### config.mk
export PLATFORM = sky130hd
export DESIGN_NAME = cfg_msg_responder
export DESIGN_NICKNAME = d
export VERILOG_FILES = /design/src/include/cfg_msg_pkg.sv /design/src/rtl/cfg_msg_responder.sv
export SDC_FILE = /design/constraint.sdc
export NUM_CORES = 1
export LEC_CHECK = 0
export BUFFER_PORTS_ARGS = -buffer_cell sky130_fd_sc_hd__buf_2
export CORE_ASPECT_RATIO = 0.75
export CORE_MARGIN = 2
export CORE_UTILIZATION = 60
export CTS_BUF_LIST = sky130_fd_sc_hd__clkbuf_8
export CTS_CLUSTER_DIAMETER = 150
export CTS_CLUSTER_SIZE = 20
export DETAILED_ROUTE_END_ITERATION = 8
export PLACE_DENSITY = 0.94
export SLEW_MARGIN = 10
export SYNTH_ARGS = -nofsm -noshare
export SYNTH_HDL_FRONTEND = slang
export SYNTH_SLANG_ARGS = --single-unit
### constraint.sdc
create_clock -name sys_clk_i -period 5.4 [get_ports sys_clk_i]
set_clock_uncertainty 0.05 [all_clocks]
set_input_delay 1.08 -clock sys_clk_i [delete_from_list [all_inputs] [get_ports sys_clk_i]]
set_output_delay 1.08 -clock sys_clk_i [all_outputs]
set_load 0.03 [all_outputs]
### src/include/cfg_msg_pkg.sv
// Package for the configuration message responder
package cfg_msg_pkg;
    // ----------------------------------------
    // Token values
    // ----------------------------------------
    localparam logic [7:0] TOK_WRITE = 8'hC0;
    localparam logic [7:0] TOK_READ = 8'hC1;
    localparam logic [7:0] TOK_END = 8'h01;
    localparam logic [7:0] TOK_ACK = 8'h03;
    localparam logic [7:0] TOK_NACK = 8'h04;
    localparam logic [7:0] NO_REPLY_LOW = 8'hFF;
    // ----------------------------------------
    // Bank destinations (low 16 bits)
    // ----------------------------------------
    localparam logic [15:0] TILE_BANK_LOW = 16'hC20C;
    localparam logic [15:0] NODE_BANK_LOW = 16'hC30C;
    // ----------------------------------------
    // Field byte counts
    // ----------------------------------------
    localparam logic [2:0] RADDR_BYTES = 3'h3;
    localparam logic [2:0] REGNUM_BYTES = 3'h2;
    localparam logic [2:0] DATA_BYTES = 3'h4;
    localparam int PS_SHIFT = 8;
    localparam logic [7:0] PS_RES_TYPE = 8'h0B;

    // One token of the channel: control flag plus byte
    typedef struct packed {
        logic ctrl;
        logic [7:0] data;
    } token_t;

    // Register access toward the bank
    typedef struct packed {
        logic node_bank;
        logic [15:0] regnum;
        logic [31:0] wdata;
    } reg_req_t;
endpackage

### src/rtl/cfg_msg_responder.sv
// Configuration register access responder over the channel token stream
`timescale 1ns/1ps
`default_nettype none

module cfg_msg_responder
    import cfg_msg_pkg::*;
(
    // Clock and reset
    input wire logic sys_clk_i,
    input wire logic rst_i,
    // Destination this stream was addressed to
    input wire logic [31:0] dest_i,
    // Incoming request tokens
    input wire logic rx_valid_i,
    input wire token_t rx_token_i,
    output logic rx_ready_o,
    // Outgoing reply tokens
    output logic tx_valid_o,
    output token_t tx_token_o,
    input wire logic tx_ready_i,
    // Reply destination for the current answer
    output logic [23:0] reply_addr_o,
    // Register bank access
    output logic reg_req_o,
    output logic reg_we_o,
    output reg_req_t reg_o,
    input wire logic reg_ack_i,
    input wire logic reg_err_i,
    input wire logic [31:0] reg_rdata_i
);
    typedef enum {S_CMD, S_RADDR, S_REGNUM, S_DATA, S_END, S_DRAIN, S_ACCESS, S_REPLY} state_t;

    state_t state_reg;
    logic is_write_reg;
    logic bad_reg;
    logic [2:0] cnt_reg;
    logic [23:0] raddr_reg;
    logic [15:0] regnum_reg;
    logic [31:0] data_reg;
    logic ok_reg;
    logic [2:0] rep_idx_reg;
    logic bank_tile;
    logic bank_node;
    logic rx_fire;
    logic end_fire;
    logic push_valid;
    token_t push_token;
    logic push_ready;
    logic [2:0] rep_last;

    assign rx_fire = rx_valid_i && rx_ready_o;
    assign end_fire = rx_fire && rx_token_i.ctrl && (rx_token_i.data == TOK_END);
    assign bank_tile = (dest_i[15:0] == TILE_BANK_LOW);
    assign bank_node = (dest_i[15:0] == NODE_BANK_LOW);

    // ----------------------------------------
    // Request parsing
    // ----------------------------------------
    always_ff @(posedge sys_clk_i) begin
        if (rst_i) begin
            state_reg <= S_CMD;
            is_write_reg <= 1'b0;
            bad_reg <= 1'b0;
            cnt_reg <= 3'h0;
            raddr_reg <= 24'h000000;
            regnum_reg <= 16'h0000;
            data_reg <= 32'h00000000;
            ok_reg <= 1'b0;
        end else begin
            case (state_reg)
                S_CMD: begin
                    if (rx_fire) begin
                        is_write_reg <= (rx_token_i.data == TOK_WRITE);
                        // Unknown command still parses its fields, so its reply address is known
                        bad_reg <= !(rx_token_i.ctrl && (rx_token_i.data == TOK_WRITE ||
                                     rx_token_i.data == TOK_READ)) || !(bank_tile || bank_node);
                        cnt_reg <= 3'h0;
                        if (!rx_token_i.ctrl || rx_token_i.data == TOK_END) begin
                            state_reg <= rx_token_i.ctrl ? S_REPLY : S_DRAIN;
                        end else begin
                            state_reg <= S_RADDR;
                        end
                    end
                end
                S_RADDR, S_REGNUM, S_DATA: begin
                    if (rx_fire) begin
                        if (rx_token_i.ctrl) begin
                            bad_reg <= 1'b1;
                            state_reg <= (rx_token_i.data == TOK_END) ? S_REPLY : S_DRAIN;
                        end else begin
                            cnt_reg <= cnt_reg + 3'h1;
                            if (state_reg == S_RADDR) begin
                                raddr_reg <= {raddr_reg[15:0], rx_token_i.data};
                                if (cnt_reg == RADDR_BYTES - 3'h1) begin
                                    state_reg <= S_REGNUM;
                                    cnt_reg <= 3'h0;
                                end
                            end else if (state_reg == S_REGNUM) begin
                                regnum_reg <= {regnum_reg[7:0], rx_token_i.data};
                                if (cnt_reg == REGNUM_BYTES - 3'h1) begin
                                    state_reg <= is_write_reg ? S_DATA : S_END;
                                    cnt_reg <= 3'h0;
                                end
                            end else begin
                                data_reg <= {data_reg[23:0], rx_token_i.data};
                                if (cnt_reg == DATA_BYTES - 3'h1) begin
                                    state_reg <= S_END;
                                end
                            end
                        end
                    end
                end
                S_END: begin
                    if (rx_fire) begin
                        if (rx_token_i.ctrl && rx_token_i.data == TOK_END) begin
                            state_reg <= bad_reg ? S_REPLY : S_ACCESS;
                        end else begin
                            bad_reg <= 1'b1;
                            state_reg <= S_DRAIN;
                        end
                    end
                end
                S_DRAIN: begin
                    // Resynchronise on the next end token
                    if (rx_fire && rx_token_i.ctrl && rx_token_i.data == TOK_END) begin
                        bad_reg <= 1'b1;
                        state_reg <= S_REPLY;
                    end
                end
                S_ACCESS: begin
                    if (reg_ack_i) begin
                        ok_reg <= !reg_err_i;
                        if (!is_write_reg) begin
                            data_reg <= reg_rdata_i;
                        end
                        state_reg <= S_REPLY;
                    end
                end
                S_REPLY: begin
                    if (push_ready && (rep_idx_reg == rep_last)) begin
                        state_reg <= S_CMD;
                        ok_reg <= 1'b0;
                        bad_reg <= 1'b0;
                    end
                end
                default: state_reg <= S_CMD;
            endcase
        end
    end

    // ----------------------------------------
    // Register bank access
    // ----------------------------------------
    always_ff @(posedge sys_clk_i) begin
        if (rst_i) begin
            reg_req_o <= 1'b0;
            reg_we_o <= 1'b0;
            reg_o <= '0;
            reply_addr_o <= 24'h000000;
        end else begin
            // One pulse per access: a repeated pulse would start a second access
            reg_req_o <= (state_reg == S_END) && end_fire && !bad_reg;
            if (state_reg == S_END && rx_fire) begin
                reg_we_o <= is_write_reg;
                reg_o.node_bank <= bank_node;
                reg_o.regnum <= regnum_reg;
                reg_o.wdata <= data_reg;
            end
            // Failure replies need the sender's address too
            if (end_fire) begin
                reply_addr_o <= raddr_reg;
            end
        end
    end

    // ----------------------------------------
    // Reply sequencing
    // ----------------------------------------
    // Success read: ack, 4 data bytes, end; otherwise two tokens
    assign rep_last = (ok_reg && !bad_reg && !is_write_reg) ? 3'h5 : 3'h1;

    always_ff @(posedge sys_clk_i) begin
        if (rst_i) begin
            rep_idx_reg <= 3'h0;
        end else if (state_reg != S_REPLY) begin
            rep_idx_reg <= 3'h0;
        end else if (push_ready) begin
            rep_idx_reg <= rep_idx_reg + 3'h1;
        end
    end

    always_comb begin
        push_valid = (state_reg == S_REPLY);
        push_token = '{ctrl: 1'b1, data: TOK_END};
        if (rep_idx_reg == 3'h0) begin
            push_token.data = (ok_reg && !bad_reg) ? TOK_ACK : TOK_NACK;
        end else if (rep_idx_reg != rep_last) begin
            push_token.ctrl = 1'b0;
            case (rep_idx_reg)
                3'h1: push_token.data = data_reg[31:24];
                3'h2: push_token.data = data_reg[23:16];
                3'h3: push_token.data = data_reg[15:8];
                default: push_token.data = data_reg[7:0];
            endcase
        end
        // Suppressed write reply is dropped, sequencing still steps
        if (is_write_reg && !bad_reg && raddr_reg[7:0] == NO_REPLY_LOW) begin
            push_valid = 1'b0;
        end
    end

    // ----------------------------------------
    // Two-entry output buffer
    // ----------------------------------------
    // Stall by the receiver holds the sequencer, no token is lost
    token_t buf_mem [2];
    logic buf_wp_reg;
    logic buf_rp_reg;
    logic [1:0] buf_cnt_reg;
    logic suppress;
    assign suppress = (state_reg == S_REPLY) && !push_valid;
    assign push_ready = suppress || (buf_cnt_reg != 2'h2);

    // Every end token leads to access or reply; the last reply token reopens
    always_ff @(posedge sys_clk_i) begin
        if (rst_i) begin
            rx_ready_o <= 1'b1;
        end else if (end_fire) begin
            rx_ready_o <= 1'b0;
        end else if (state_reg == S_REPLY && push_ready && (rep_idx_reg == rep_last)) begin
            rx_ready_o <= 1'b1;
        end
    end

    always_ff @(posedge sys_clk_i) begin
        if (rst_i) begin
            buf_wp_reg <= 1'b0;
            buf_rp_reg <= 1'b0;
            buf_cnt_reg <= 2'h0;
            tx_valid_o <= 1'b0;
            tx_token_o <= '0;
        end else begin
            logic do_push;
            logic do_pop;
            do_push = push_valid && (buf_cnt_reg != 2'h2);
            do_pop = (buf_cnt_reg != 2'h0) && (!tx_valid_o || tx_ready_i);
            if (do_push) begin
                buf_mem[buf_wp_reg] <= push_token;
                buf_wp_reg <= !buf_wp_reg;
            end
            if (do_pop) begin
                tx_token_o <= buf_mem[buf_rp_reg];
                buf_rp_reg <= !buf_rp_reg;
                tx_valid_o <= 1'b1;
            end else if (tx_ready_i) begin
                tx_valid_o <= 1'b0;
            end
            buf_cnt_reg <= buf_cnt_reg + {1'b0, do_push} - {1'b0, do_pop};
        end
    end

    // ----------------------------------------
    // Checks
    // ----------------------------------------
    AST_NO_REPLY_WRITE: assert property (@(posedge sys_clk_i) disable iff (rst_i)
        (state_reg == S_REPLY && is_write_reg && !bad_reg && raddr_reg[7:0] == NO_REPLY_LOW) |-> !push_valid)
        else $error("suppressed write reply pushed");
    AST_FAIL_ON_BAD: assert property (@(posedge sys_clk_i) disable iff (rst_i)
        (push_valid && rep_idx_reg == 3'h0 && bad_reg) |-> push_token.data == TOK_NACK)
        else $error("bad request not failed");
    AST_REPLY_ENDS: assert property (@(posedge sys_clk_i) disable iff (rst_i)
        (push_valid && rep_idx_reg == rep_last) |-> push_token.ctrl && push_token.data == TOK_END)
        else $error("reply not closed by end token");
    AST_READ_MSB: assert property (@(posedge sys_clk_i) disable iff (rst_i)
        (push_valid && rep_idx_reg == 3'h1 && rep_last == 3'h5) |-> push_token.data == data_reg[31:24])
        else $error("read data not msb first");
    AST_RADDR_SHIFT: assert property (@(posedge sys_clk_i) disable iff (rst_i)
        (state_reg == S_RADDR && rx_fire && !rx_token_i.ctrl) |=> raddr_reg[7:0] == $past(rx_token_i.data))
        else $error("reply address byte order");
    AST_WRITE_HAS_DATA: assert property (@(posedge sys_clk_i) disable iff (rst_i)
        (state_reg == S_REGNUM && rx_fire && !rx_token_i.ctrl && cnt_reg == 3'h1 && is_write_reg)
        |=> state_reg == S_DATA)
        else $error("write skipped data");
    AST_READ_NO_DATA: assert property (@(posedge sys_clk_i) disable iff (rst_i)
        (state_reg == S_REGNUM && rx_fire && !rx_token_i.ctrl && cnt_reg == 3'h1 && !is_write_reg)
        |=> state_reg == S_END)
        else $error("read expected data");
    AST_BANK_SELECT: assert property (@(posedge sys_clk_i) disable iff (rst_i)
        (state_reg == S_CMD && rx_fire && !bank_tile && !bank_node) |=> bad_reg)
        else $error("unknown bank accepted");
endmodule // cfg_msg_responder

`default_nettype wire
==> impl_metrics.yaml <==
clock_network:
  cts-hold-fix-buffers: 0
  cts_setup_buffers: 0
  cts.sinks: 192
  cts_buffer_depth: 2
  cts_made_buffers: 17
  worst_skew_pair.late_latency_ns: 0.46
  cts_root_buf: "clkbuf_8"
  htree_levels: 4
  ctsResizeCount: 0
  cts_tree: "yes"
  clk_pin_slew_ns: 0.08
critical_path:
  path_cells: "buf_2 -> nor4_4 -> and4_1 -> a211oi_2 -> or4_1 -> a21oi_1"
  criticalPathCategory: "primary input to flop"
  required_ns: 5.73
  critPathArrivalTime_ns: 3.31
  cpMaxStageDelayCell: "and4_1"
  startpoint_type: "primary input"
  endpoint_kind: "flop"
  critPathMaxFanout: 25
  slowest_delay_ns: 0.85
floorplan:
  core-area_um2: 12930
  num_rows: 36
  fp.dieH_um: 103.3
  dieArea_um2: 14080
  die_w_um: 136.3
  start_util: 0.6096
  ioPinCount: 165
global_route:
  grt_max_degree: 107
  grt_pass1_vias: 6423
  antenna_found_initial: 0
  track_usage: 0.2915
  overflow: 0
  grt_pass1_wl_um: 31860
place:
  portBuffers: 148
  post-dp-hpwl_um: 13600
  placed_area_um2: 8628
  gp_congestion: 0.9018
  dp.cells: 1204
  post-place-ws_ns: 1.997
sta:
  setup_ws_ns: 2.417
  worst_pin_slew_ns: 1.137
  min_period_over_period: 0.5525
  slew_headroom: 0.2402
  max_freq_mhz: 335.2
  setup_viol: 0
  grt_setup_unrepaired: "no"
  finalHoldViolations: 0
  finalMaxSlewViolations: 0
  whs_ns: 0.4036
  fin_crit_ns: 2.983
  tns_ns: 0
layout:
  nFillCells: 1001
  fin_area_um2: 9062
  layout.cells.non_filler: 1236
  final_util: 0.7010
  drive_gt1_frac: 0.1861
  final_nets: 1143
  largest_register_ffs: 49
  syn_to_final_growth_pct: 15.00
yosys:
  synth_top_family_by_area: "simple AND/OR/NAND/NOR gates"
  synthFlopType: "dfxtp_1"
  synthMuxAreaShare: 0.01651
  synth_cells: 951
  synth_xor_xnor_area_share: 0.006669
  avgSynthCellArea_um2: 8.286
  synthDistinctLibCells: 58
  yosys_warnings: 0
  ys_seq_area_frac: 0.5106
  syn_nets: 1041
  yosys.area_share.simple: 0.2380
  synth-async-reset-ratio: 0
  ys_seq_elements: 192
  synth-edff-count: 18
  syn_area_um2: 7880
  synth-adder-area-share: 0.01747
  synth_compound_area_frac: 0.1685
power_and_ir_drop:
  vdd_ir_drop_max_uv: 212.3
  p_leak_nw: 3.260
  power_mw: 2.907
  power_density_nw_per_um2: 320.8
drt:
  postRouteAntennaNets: 0
  drtIter0Drc: 995
  drt-total-wl_um: 20530
  vias: 7368
  dr.pass1.iters: 7
  via_per_inst: 5.961
  wire_per_inst_um: 16.61
  drc: 0
job:
  drv_cap: 0
run_status:
  outcome: "completed"
worst_hold_path:
  hold_path.class: "flop to flop"
[cell families after synthesis]
kind of cell	Yosys count
and+or+nand+nor	432
AOI/OAI and AO/OA	212
DFF	192
buffers and inverters	85
muxes	13
adders and majority gates	11
xor gates and xnor gates	6
[synth_stat cells (9+ instances only)]
library cell  instances  area, um^2
nand2_1             277        1040
dfxtp_1             174        3483
a21oi_1             133       665.6
clkbuf_1             62       232.7
nor2_1               55       206.5
nand3_1              40       200.2
a311oi_1             32       280.3
edfxtp_1             18       540.5
mux2i_1              13       130.1
nor3_1               13       65.06
ha_1                 11       137.6
inv_1                11       41.29
a211oi_1              9       67.56
nor2b_1               9       56.30
[worst max-delay path: cells and delay by family]
family                 cells  cell delay [ns]
AOI/OAI and AO/OA          2             0.26
buffers and inverters      1             0.16
and+or+nand+nor            3             1.79
[layout by cell type, fill, tap and decap left out, types with 3 or more instances in the layout]
| master | netlist | layout |
|---|---|---|
| a211oi_1 | 9 | 9 |
| a21oi_1 | 133 | 133 |
| a222oi_1 | 8 | 8 |
| a311oi_1 | 32 | 32 |
| a31oi_1 | 3 | 3 |
| buf_2 | 8 | 147 |
| buf_4 | 1 | 8 |
| clkbuf_8 | 0 | 21 |
| dfxtp_1 | 174 | 174 |
| edfxtp_1 | 18 | 18 |
| ha_1 | 11 | 11 |
| inv_1 | 11 | 12 |
| mux2i_1 | 13 | 13 |
| nand2_1 | 277 | 277 |
| nand2b_1 | 6 | 6 |
| nand3_1 | 40 | 39 |
| nand4_1 | 3 | 3 |
| nor2_1 | 55 | 55 |
| nor2b_1 | 9 | 7 |
| nor3_1 | 13 | 11 |
| nor3b_1 | 4 | 4 |
| nor4b_1 | 3 | 3 |
| nor4bb_1 | 3 | 3 |
| o21ai_0 | 4 | 4 |
| or3_1 | 4 | 4 |
| xnor2_1 | 4 | 4 |
[report_power, final]
part	total, mW	switching (mW)	internal [mW]
logic	0.424	0.271	0.153
registers	1.54	0.0575	1.49
clock network	0.940	0.484	0.457
total	2.91	0.813	2.09
[area by class of cell]
type                    count  area, um^2  area share
diodes                      1       2.502   0.0002761
clock buffers              21       289.0     0.03189
clock inverters             9       110.1     0.01215
inverters                  12       45.04    0.004970
multi-input cells         674        3555      0.3922
flip-flops and latches    192        4024      0.4440
well taps                 171       214.0     0.02361
repair buffers            156       823.3     0.09085
[worst paths after layout]
check	start	to	slack, ns	cells past startpoint
worst min-delay path	reply_addr_o[2]	reply_addr_o[2]	0.40	2
worst max register to register	state_reg[0]	buf_cnt_reg[1]	2.67	8
worst min register to register	reply_addr_o[2]	reply_addr_o[2]	0.40	2
worst max-delay path	rx_token_i[2]	bad_reg	2.42	6
[routing by layer]
metal | vias up | share of wire | track usage
li1 | 3473 | - | -
met1 | 3399 | 0.43 | 0.4182
met2 | 439 | 0.44 | 0.4337
met3 | 57 | 0.11 | 0.06481
met4 | 0 | 0.023 | 0.1106
met5 | - | 0 | 0
Power figures use the tool's default switching activity.
